[src/sad_pkg.sv]
package sad_pkg;

    // Address width of the flat system space.
    localparam int ADDR_W = 24;

    // Region bounds, inclusive.
    localparam logic [23:0] PFLASH_LO = 24'h000000;
    localparam logic [23:0] PFLASH_HI = 24'h03ffff;
    localparam logic [23:0] DFLASH_LO = 24'h0e0000;
    localparam logic [23:0] DFLASH_HI = 24'h0e1fff;
    localparam logic [23:0] RRAM_LO = 24'h0e8000;
    localparam logic [23:0] RRAM_HI = 24'h0e91ff;
    localparam logic [23:0] SRAM_LO = 24'h0ec000;
    localparam logic [23:0] SRAM_HI = 24'h0ee7ff;
    localparam logic [23:0] SEQRAM_LO = 24'h0ee800;
    localparam logic [23:0] SEQRAM_HI = 24'h0eebff;
    localparam logic [23:0] LINKREG_LO = 24'h0ef180;
    localparam logic [23:0] LINKREG_HI = 24'h0ef1ff;
    localparam logic [23:0] EXT1_LO = 24'h400000;
    localparam logic [23:0] EXT1_HI = 24'h7fffff;
    localparam logic [23:0] EXT2_LO = 24'h800000;
    localparam logic [23:0] EXT2_HI = 24'hfeffff;
    localparam logic [23:0] BUSPER_LO = 24'hff0000;
    localparam logic [23:0] BUSPER_HI = 24'hfffaff;
    localparam logic [23:0] IOZ_LO = 24'hfffb00;
    localparam logic [23:0] IOZ_HI = 24'hfffbff;
    localparam logic [23:0] PERIPH_LO = 24'hfffc00;
    localparam logic [23:0] PERIPH_HI = 24'hffffff;

    // Environment pin patterns.
    localparam logic [2:0] STRAP_DEVELOP = 3'h0;
    localparam logic [2:0] STRAP_EXT_ROM = 3'h3;
    localparam logic [2:0] STRAP_ISP = 3'h6;
    localparam logic [2:0] STRAP_INT_ROM = 3'h7;

    // Operating modes.
    typedef enum logic [1:0] {
        MODE_INT_ROM = 2'b00,
        MODE_EXT_ROM = 2'b01,
        MODE_DEVELOP = 2'b10,
        MODE_ISP = 2'b11
    } sad_mode_e;

    // Bus-interface zone that governs an access timing.
    typedef enum logic [2:0] {
        ZONE_NONE = 3'b000,
        ZONE_STATIC0 = 3'b001,
        ZONE_STATIC1 = 3'b010,
        ZONE_STATIC2 = 3'b011,
        ZONE_IO = 3'b100
    } sad_zone_e;

    // One-hot region selects.
    typedef struct packed {
        logic prog_flash;
        logic data_flash;
        logic radio_ram;
        logic system_ram;
        logic seq_ram;
        logic link_regs;
        logic ext_zone0;
        logic ext_zone1;
        logic ext_zone2;
        logic busif_periph;
        logic io_zone;
        logic periph;
    } sad_sel_s;

    // Core bus request.
    typedef struct packed {
        logic valid;
        logic write;
        logic [23:0] addr;
    } sad_req_s;

endpackage : sad_pkg

[src/sad_mode_latch.sv]
`timescale 1ns/1ps
// Samples the environment pins through a two-stage synchroniser and
// freezes the operating mode at the third enabled edge after reset.
module sad_mode_latch (
    // Clock and reset.
    input wire logic clk,
    input wire logic rst,
    input wire logic ce,
    // Strap inputs.
    input wire logic [2:0] environment_select_pins,
    input wire logic flash_empty,
    // Mode result.
    output sad_pkg::sad_mode_e mode,
    output logic mode_valid
);

    logic [3:0] sync1;
    logic [3:0] sync2;
    logic [3:0] next_sync1;
    logic [3:0] next_sync2;
    logic warm;
    logic next_warm;
    logic synced;
    logic next_synced;
    sad_pkg::sad_mode_e next_mode;
    logic next_mode_valid;

    // Mode is caught only after the synchroniser has filled, never at reset itself.
    always_comb begin
        next_sync1 = {environment_select_pins, flash_empty};
        next_sync2 = sync1;
        // The second stage holds a real pin sample only from the second edge on, so wait one more.
        next_warm = 1'b1;
        next_synced = warm;
        next_mode = mode;
        next_mode_valid = mode_valid;
        if (synced && !mode_valid) begin
            next_mode_valid = 1'b1;
            unique case (sync2[3:1])
                sad_pkg::STRAP_DEVELOP: next_mode = sad_pkg::MODE_DEVELOP;
                sad_pkg::STRAP_ISP: next_mode = sad_pkg::MODE_ISP;
                sad_pkg::STRAP_INT_ROM: next_mode = sync2[0] ? sad_pkg::MODE_ISP : sad_pkg::MODE_INT_ROM;
                sad_pkg::STRAP_EXT_ROM: next_mode = sync2[0] ? sad_pkg::MODE_ISP : sad_pkg::MODE_EXT_ROM;
                // Undefined patterns fall back to the pull-up default.
                default: next_mode = sad_pkg::MODE_INT_ROM;
            endcase
        end
    end

    // Registers only.
    always_ff @(posedge clk or posedge rst) begin
        if (rst) begin
            sync1 <= 4'h0;
            sync2 <= 4'h0;
            warm <= 1'b0;
            synced <= 1'b0;
            mode <= sad_pkg::MODE_INT_ROM;
            mode_valid <= 1'b0;
        end else if (ce) begin
            sync1 <= next_sync1;
            sync2 <= next_sync2;
            warm <= next_warm;
            synced <= next_synced;
            mode <= next_mode;
            mode_valid <= next_mode_valid;
        end
    end

endmodule : sad_mode_latch

[src/sad_decoder.sv]
`timescale 1ns/1ps
module sad_decoder (
    // Clock and reset.
    input wire logic clk,
    input wire logic rst,
    input wire logic ce,
    // Strap inputs.
    input wire logic [2:0] environment_select_pins,
    input wire logic flash_empty,
    // Core bus request.
    input sad_pkg::sad_req_s req,
    // Decoded outputs.
    output sad_pkg::sad_sel_s sel,
    output sad_pkg::sad_zone_e zone,
    output logic sel_valid,
    output logic sel_write,
    output logic [23:0] sel_addr,
    output logic reserved_hit,
    output sad_pkg::sad_mode_e mode,
    output logic mode_valid,
    output logic development_mode
);

    sad_pkg::sad_sel_s next_sel;
    sad_pkg::sad_zone_e next_zone;
    logic next_sel_valid;
    logic next_sel_write;
    logic [23:0] next_sel_addr;
    logic next_reserved_hit;
    logic in_pf;
    logic in_df;

    // Inclusive range test, used for every region.
    function automatic logic in_range(input logic [23:0] a, input logic [23:0] lo, input logic [23:0] hi);
        in_range = (a >= lo) && (a <= hi);
    endfunction : in_range

    // Strap capture lives apart so its synchroniser stays isolated.
    sad_mode_latch u_mode (
        .clk(clk),
        .rst(rst),
        .ce(ce),
        .environment_select_pins(environment_select_pins),
        .flash_empty(flash_empty),
        .mode(mode),
        .mode_valid(mode_valid)
    );

    assign development_mode = (mode == sad_pkg::MODE_DEVELOP);

    // Decode one request; the whole 24-bit address is compared, no aliasing.
    always_comb begin
        next_sel = '0;
        next_zone = sad_pkg::ZONE_NONE;
        next_sel_write = req.write;
        next_sel_addr = req.addr;
        in_pf = in_range(req.addr, sad_pkg::PFLASH_LO, sad_pkg::PFLASH_HI);
        in_df = in_range(req.addr, sad_pkg::DFLASH_LO, sad_pkg::DFLASH_HI);
        if (in_pf || in_df) begin
            next_zone = sad_pkg::ZONE_STATIC0;
            if (development_mode) begin
                next_sel.ext_zone0 = 1'b1;
            end else begin
                next_sel.prog_flash = in_pf;
                next_sel.data_flash = in_df;
            end
        end
        next_sel.radio_ram = in_range(req.addr, sad_pkg::RRAM_LO, sad_pkg::RRAM_HI);
        next_sel.system_ram = in_range(req.addr, sad_pkg::SRAM_LO, sad_pkg::SRAM_HI);
        next_sel.seq_ram = in_range(req.addr, sad_pkg::SEQRAM_LO, sad_pkg::SEQRAM_HI);
        next_sel.link_regs = in_range(req.addr, sad_pkg::LINKREG_LO, sad_pkg::LINKREG_HI);
        if (in_range(req.addr, sad_pkg::EXT1_LO, sad_pkg::EXT1_HI)) begin
            next_sel.ext_zone1 = 1'b1;
            next_zone = sad_pkg::ZONE_STATIC1;
        end
        if (in_range(req.addr, sad_pkg::EXT2_LO, sad_pkg::EXT2_HI)) begin
            next_sel.ext_zone2 = 1'b1;
            next_zone = sad_pkg::ZONE_STATIC2;
        end
        next_sel.busif_periph = in_range(req.addr, sad_pkg::BUSPER_LO, sad_pkg::BUSPER_HI);
        if (in_range(req.addr, sad_pkg::IOZ_LO, sad_pkg::IOZ_HI)) begin
            next_sel.io_zone = 1'b1;
            next_zone = sad_pkg::ZONE_IO;
        end
        next_sel.periph = in_range(req.addr, sad_pkg::PERIPH_LO, sad_pkg::PERIPH_HI);
        // A reserved address is flagged but selects nothing; the master should never issue one.
        next_reserved_hit = req.valid && (next_sel == '0);
        // Requests before the mode is known are dropped, as flash routing is undefined then.
        next_sel_valid = req.valid && mode_valid;
        if (!next_sel_valid) begin
            next_sel = '0;
            next_zone = sad_pkg::ZONE_NONE;
        end
        if (!mode_valid) begin
            next_reserved_hit = 1'b0;
        end
    end

    // Output registers.
    always_ff @(posedge clk or posedge rst) begin
        if (rst) begin
            sel <= '0;
            zone <= sad_pkg::ZONE_NONE;
            sel_valid <= 1'b0;
            sel_write <= 1'b0;
            sel_addr <= 24'h000000;
            reserved_hit <= 1'b0;
        end else if (ce) begin
            sel <= next_sel;
            zone <= next_zone;
            sel_valid <= next_sel_valid;
            sel_write <= next_sel_write;
            sel_addr <= next_sel_addr;
            reserved_hit <= next_reserved_hit;
        end
    end

endmodule : sad_decoder

[config.mk]
export PLATFORM = sky130hd
export DESIGN_NAME = sad_decoder
export DESIGN_NICKNAME = d
export VERILOG_FILES = /design/src/sad_pkg.sv /design/src/sad_mode_latch.sv /design/src/sad_decoder.sv
export SDC_FILE = /design/constraint.sdc
export NUM_CORES = 1
export LEC_CHECK = 0
export BUFFER_PORTS_ARGS = -buffer_cell sky130_fd_sc_hd__buf_2
export CAP_MARGIN = 20
export CORE_MARGIN = 1
export CORE_UTILIZATION = 50
export CTS_BUF_LIST = sky130_fd_sc_hd__clkbuf_4 sky130_fd_sc_hd__clkbuf_8 sky130_fd_sc_hd__clkbuf_16
export DETAILED_ROUTE_END_ITERATION = 8
export PLACE_DENSITY = 0.8
export SYNTH_ARGS = -nofsm -noshare
export SYNTH_HDL_FRONTEND = slang
export SYNTH_SLANG_ARGS = --single-unit
[constraint.sdc]
create_clock -name clk -period 2.2 [get_ports clk]
set_input_delay 0.44 -clock clk [delete_from_list [all_inputs] [get_ports clk]]
set_output_delay 0.44 -clock clk [all_outputs]
set_load 0.005 [all_outputs]
Yosys cells after proc, flatten, opt, wreduce, memory -nomap -nowiden
Index checks and enable logic that the tools add are counted.

Output and inout port bits: 46. Bits of input ports: 33. Bits in registers: 55. Logic and storage cells: 85.

Magnitude comparators: 22. Reduce and logical (&&, ||, !) cells: 19. Equal/unequal tests: 4. Mux-type cells: 17.

Operators by type and width (count): >= comparator 24 x 20 -> 1 bit, second input constant (5); less-or-equal comparator 24 x 20 -> 1 bit, second input constant (5); >= comparator 24 bit, second input constant (4); less-or-equal comparator 24 bit, second input constant (4); >= comparator 24 x 1 -> 1 bit, second input constant (1); >= comparator 24 x 23 -> 1 bit, second input constant (1); less-or-equal comparator 24 x 18 -> 1 bit, second input constant (1); less-or-equal comparator 24 x 23 -> 1 bit, second input constant (1); logical AND 1 bit (14); logical NOT 12 bit (1); 2-to-1 mux 12 bit (1); 2-to-1 mux 3 bit (4); 2-to-1 mux 2 bit (4); case mux 2 bit (4 select lines) (1); 2-to-1 mux 1 bit (7); equality test 3 bit, second input constant (2); equality test 3 x 2 -> 1 bit, second input constant (1); logical NOT 3 bit (1); equality test 2 bit, second input constant (1); AND reduction 2 bit (1); logical NOT 1 bit (1); logical OR 1 bit (1).

Logic depth before layout (Yosys ltp)
Word-level depth: 8. Depth in mapped cells: 5.

Modules after synthesis
Synthesis repeated with hierarchy kept, for this count alone.

Cell total of the unflattened synthesis: 173. Area, all modules: 2287.2 um^2.

Modules (own cells, without submodules): sad_decoder (times used 1, area each 1774.2 um^2, cells each 137); sad_mode_latch (times used 1, area each 513.0 um^2, cells each 36).

Least setup slack after synthesis
No wires, ideal clock.

Path type: input -> register. Start: input req[19] (netlist name). End: register zone[0]. Stages: 4. Path buffers: 0. Library setup time: 0.128 ns. Required time: 2.072 ns. Arrival: 1.473 ns. Path slack: 0.600 ns. Path through: nand4_2 -> or4_1 -> o311ai_1 -> o2bb2ai_1.

Word-level cells in the longest chain between the ends: 8. Elaborated cells between the ends (all ways): 21. Those cells by class: order compare: 10; mux: 5; reduce/logical: 6.

Ends and longest elaborated chain: start: declaration (line sad_decoder.sv:11) `input sad_pkg::sad_req_s req,`; >= comparator 24 x 1 -> 1 bit (tied with other cells) (line sad_decoder.sv:35) `in_range = (a >= lo) && (a <= hi);`; logical AND 1 bit (line sad_decoder.sv:35); logical OR 1 bit (line sad_decoder.sv:59) `if (in_pf || in_df) begin`; 2-to-1 mux 1 bit (line sad_decoder.sv:59); 2-to-1 mux 3 bit (line sad_decoder.sv:72) `if (in_range(req.addr, sad_pkg::EXT1_LO, sad_pkg::EXT1_HI)) begin`; 2-to-1 mux 3 bit (line sad_decoder.sv:76) `if (in_range(req.addr, sad_pkg::EXT2_LO, sad_pkg::EXT2_HI)) begin`; 2-to-1 mux 3 bit (*) (line sad_decoder.sv:81) `if (in_range(req.addr, sad_pkg::IOZ_LO, sad_pkg::IOZ_HI)) begin`; 2-to-1 mux 3 bit (*) (line sad_decoder.sv:90) `if (!next_sel_valid) begin`; end signal: assignment (line sad_decoder.sv:103) `zone <= sad_pkg::ZONE_NONE;`; end signal: assignment (line sad_decoder.sv:110) `zone <= next_zone;`; end: declaration (line sad_decoder.sv:14) `output sad_pkg::sad_zone_e zone,`.

Mark *: on every way between the ends. The rest lies on a longest branch, timed or not. A chain may end at the register's enable or synchronous reset.

Final worst setup path
Start: register u_mode.mode[0]. End: output development_mode.

Word-level cells in the longest chain between the ends: 1.

Ends and longest elaborated chain: start: declaration (line sad_mode_latch.sv:13) `output sad_pkg::sad_mode_e mode,`; start signal: assignment (line sad_mode_latch.sv:57) `mode <= sad_pkg::MODE_INT_ROM;`; start signal: assignment (line sad_mode_latch.sv:64) `mode <= next_mode;`; equality test 2 bit (line sad_decoder.sv:49) `assign development_mode = (mode == sad_pkg::MODE_DEVELOP);`; end: declaration (line sad_decoder.sv:21) `output logic development_mode`.

Every way passes these cells.

==> metrics.md <==
| Metric | Value |
|---|---|
| Run status | completed |
| Clock tree root buffer cell | sky130_fd_sc_hd__clkbuf_8 |
| Mapped Cells | 180 |
| List of most frequent post-synthesis cells | 54 x sky130_fd_sc_hd__dfrtp_1, 25 x sky130_fd_sc_hd__mux2_2, 10 x sky130_fd_sc_hd__mux2_1 |
| Setup repair after global routing missed its margin | no |
| Category of the critical setup timing path | reg2out |
| Largest area contributor in the synthesized netlist | sky130_fd_sc_hd__dfrtp_1 |
| Initial antenna violation count | 0 |
| Layout Nets | 292 |
| Worst clock skew | 0.004815 ns |
| Cell with the largest stage delay on the worst path | sky130_fd_sc_hd__dfrtp_1 |
| Slew Limit Fails | 0 |
| Period Utilization, post-route | 71.48% |
| Vertical die dimension | 70.24 um |
| Critical Path Fanout Max | 3 |
| Total routing usage reported by global routing | 20.82% |
| Final Total Pwr | 1.978 mW |
| Most used standard cell by instance count after synthesis | sky130_fd_sc_hd__dfrtp_1 |
| Remaining design rule violation count | 0 |
| Ratio of cells with drive above 1 in the final layout | 46.54% |
| Worst Setup Start Kind | flop |
| Placement Rows | 24 |
| Resized cells post-CTS | 0 |
| Total die area | 4934 um2 |
| Top delay family on crit path | flip-flops |
| Synth Area in XOR/XNOR | 0% |
| Finished Core Util | 64.74% |
| Register area share after synthesis | 58.03% |
| Adder-cell area share of the yosys netlist | 0% |
| Antenna diode count | 0 |
| Post-CTS Repair Setup Buffers | 0 |
| CTS Sinks | 54 |
| Worst rel slew slack | 60.97% |
| Buf+Inv Stages, Crit Path | 2 |
| Max stage delay on crit path | 0.41 ns |
| Number of vias after detailed routing | 1708 |
| Final routed wire length divided by cell count | 15.69 um |
| Final setup violation count | 0 |
| Number of warnings issued by yosys | 0 |
| Most used flip-flop cell after synthesis | sky130_fd_sc_hd__dfrtp_1 |
| # hold bufs at CTS | 0 |
| Share of the synthesized area in compound gates (AO/OA/AOI/OAI) | 10.69% |
| First-pass GRT wire length | 8.031 mm |
| Crit path arrival time | 1.13 ns |
| Clock insertion delay at the later pin of the skew report | 0.30 ns |
| Post-route worst setup slack | 0.6274 ns |
| Worst r2r src | u_mode.mode_valid$_DFFE_PP0P_ |
| Fraction of registers with async set or reset after synthesis | 100.0% |
| Post-Synthesis Cell Area | 2328 um2 |
| Standby leakage power | 1.360 nW |
| Top Ports | 79 |
| Remaining global-route overflow | 0 |
| EDFF count, synth | 0 |
| Total half-perimeter wirelength after legalization and detailed placement | 3.693 mm |
| Critical Path, Cell by Cell | nand2b_1, inv_1, buf_2 |
| Number of cell instances on the worst register-to-register path | 3 |
| Number of synthesized register bits | 54 |
| Largest net degree at the start of global routing | 33 |
| Total of buffers placed on input and output ports | 78 |
| Detail-routed via count per cell | 5.474 |
| Register-to-register path setup slack | 0.83 ns |
| End of the worst register-to-register path | reserved_hit$_DFFE_PP0P_ |
| Cell types with the largest area share after synthesis | sky130_fd_sc_hd__dfrtp_1 58%, sky130_fd_sc_hd__mux2_2 12%, sky130_fd_sc_hd__mux2_1 4.8% |
| Chip Width | 70.24 um |
| Multiplexer fraction of the synthesized cell area | 16.93% |
| Fraction of synthesized cell area taken by the top area cell type | 58.03% |
| Initial drt markers | 154 |
| Post-Syn Area per Cell | 12.94 um2 |
| Main combinational cell family by area after synthesis | multiplexers |
| Area of the core region | 4414 um2 |
| Classification of the worst-slack hold path | in2async |
| Minimum period implied by the final worst setup slack | 1.573 ns |
| Clock slew at reported path FFs | 0.09 ns |
| Simple logic cell fraction of the synthesized area | 10.96% |
| Power density relative to cell area | 692.2 nW/um2 |
| CTS HTree Levels | 2 |
| Post-Route WL | 4.894 mm |
| Starting density of the core | 52.75% |
| Nets in the synthesized netlist | 213 |
| Final-layout setup total negative slack | 0 ns |
| Via count of the first global-routing pass | 1695 |
| Capturing element type of the critical path | primary output |
| Synth cell types | 40 |
| Highest ir drop seen on vdd | 0.4994 mV |
| Max Cap Viol | 0 |
| Remaining antenna violation count after routing | 0 |
| Placer congestion estimate | 0.8491 |
| Detailed-router iteration count before antenna repair | 4 |
| Worst path required time | 1.76 ns |
| Max Fclk | 635.9 MHz |
| Synth-to-Final Area Change | 22.73% |
| Maximum clock path buffer count | 2 |
| Number of buffers created by CTS | 5 |
| Worst slack at placement | 0.3435 ns |
| Hold violation count in the final report | 0 |
| Worst-Margin Slew | 0.5846 ns |
| Clock tree from TritonCTS | yes |
## cell usage in the layout (no fill, tap or decap), types with 4 or more instances in the layout
cell / instances
sky130_fd_sc_hd__buf_2: 78
sky130_fd_sc_hd__nand2_1: 9
sky130_fd_sc_hd__inv_1: 6
sky130_fd_sc_hd__mux2_1: 10
sky130_fd_sc_hd__mux2_2: 25
sky130_fd_sc_hd__a21oi_1: 4
sky130_fd_sc_hd__clkbuf_8: 6
sky130_fd_sc_hd__nand4_1: 4
sky130_fd_sc_hd__o2bb2ai_1: 6
sky130_fd_sc_hd__nor2_1: 8
sky130_fd_sc_hd__dfrtp_1: 54
## layer usage
metal	track usage [%]	vias to the layer above	share of wire, %
li1	-	822	-
met1	27.55	834	44
met4	7.333	0	1.1
met5	0	-	0
met2	33.65	44	50
met3	4.762	8	4.8
## sequential cells by signal, indices dropped and copies added (netlist names)
signal / cells
zone: 2
u_mode.next_synced: 1
sel: 12
u_mode.next_sync2: 4
sel_write: 1
sel_valid: 1
u_mode.synced: 1
u_mode.sync2: 4
u_mode.mode: 2
sel_addr: 24
u_mode.mode_valid: 1
reserved_hit: 1
## area by class of cell
cell class / count / area (um2)
clock buffers: 7 / 90.09
clock inverters: 1 / 5.005
fillers: 357 / 1556
inverters: 8 / 30.03
multi-input cells: 110 / 898.4
flip-flops and latches: 54 / 1351
well taps: 52 / 65.06
repair buffers: 80 / 417.9
## worst max path at each step
stage	start	to	slack (ns)	depth (start not counted)
floorplan	rst	reserved_hit$_DFFE_PP0P_	0.45	1
global placement	req[19]	zone[0]$_DFFE_PP0P_	0.40	5
detailed placement	req[19]	zone[0]$_DFFE_PP0P_	0.34	5
CTS	u_mode.mode[0]$_DFFE_PP0P_	development_mode	0.62	3
global route	u_mode.mode[0]$_DFFE_PP0P_	development_mode	0.56	3
finish	u_mode.mode[0]$_DFFE_PP0P_	development_mode	0.63	3
## through the flow
stage,area [um2],cells,hold WS [ns]
6_report,2858,312,0.1898
3_5_place_dp,2763,304,0.4611
3_3_place_gp,2763,304,0.4463
4_1_cts,2858,312,0.2146
2_1_floorplan,2328,180,0.4253
5_1_grt,2858,312,0.2428
## logic make-up after synthesis
kind of cell	Yosys count
and+or+nand+nor	43
muxes	35
DFF	54
AOI/OAI and AO/OA	32
buffers and inverters	16
## power by group
group	switching, mW	internal [mW]	leakage, nW	total [mW]
Combinational	0.145	0.149	0.651	0.294
Sequential	0.0468	1.07	0.656	1.12
Clock	0.299	0.267	0.0517	0.566
(Power assumes the default switching activity.)
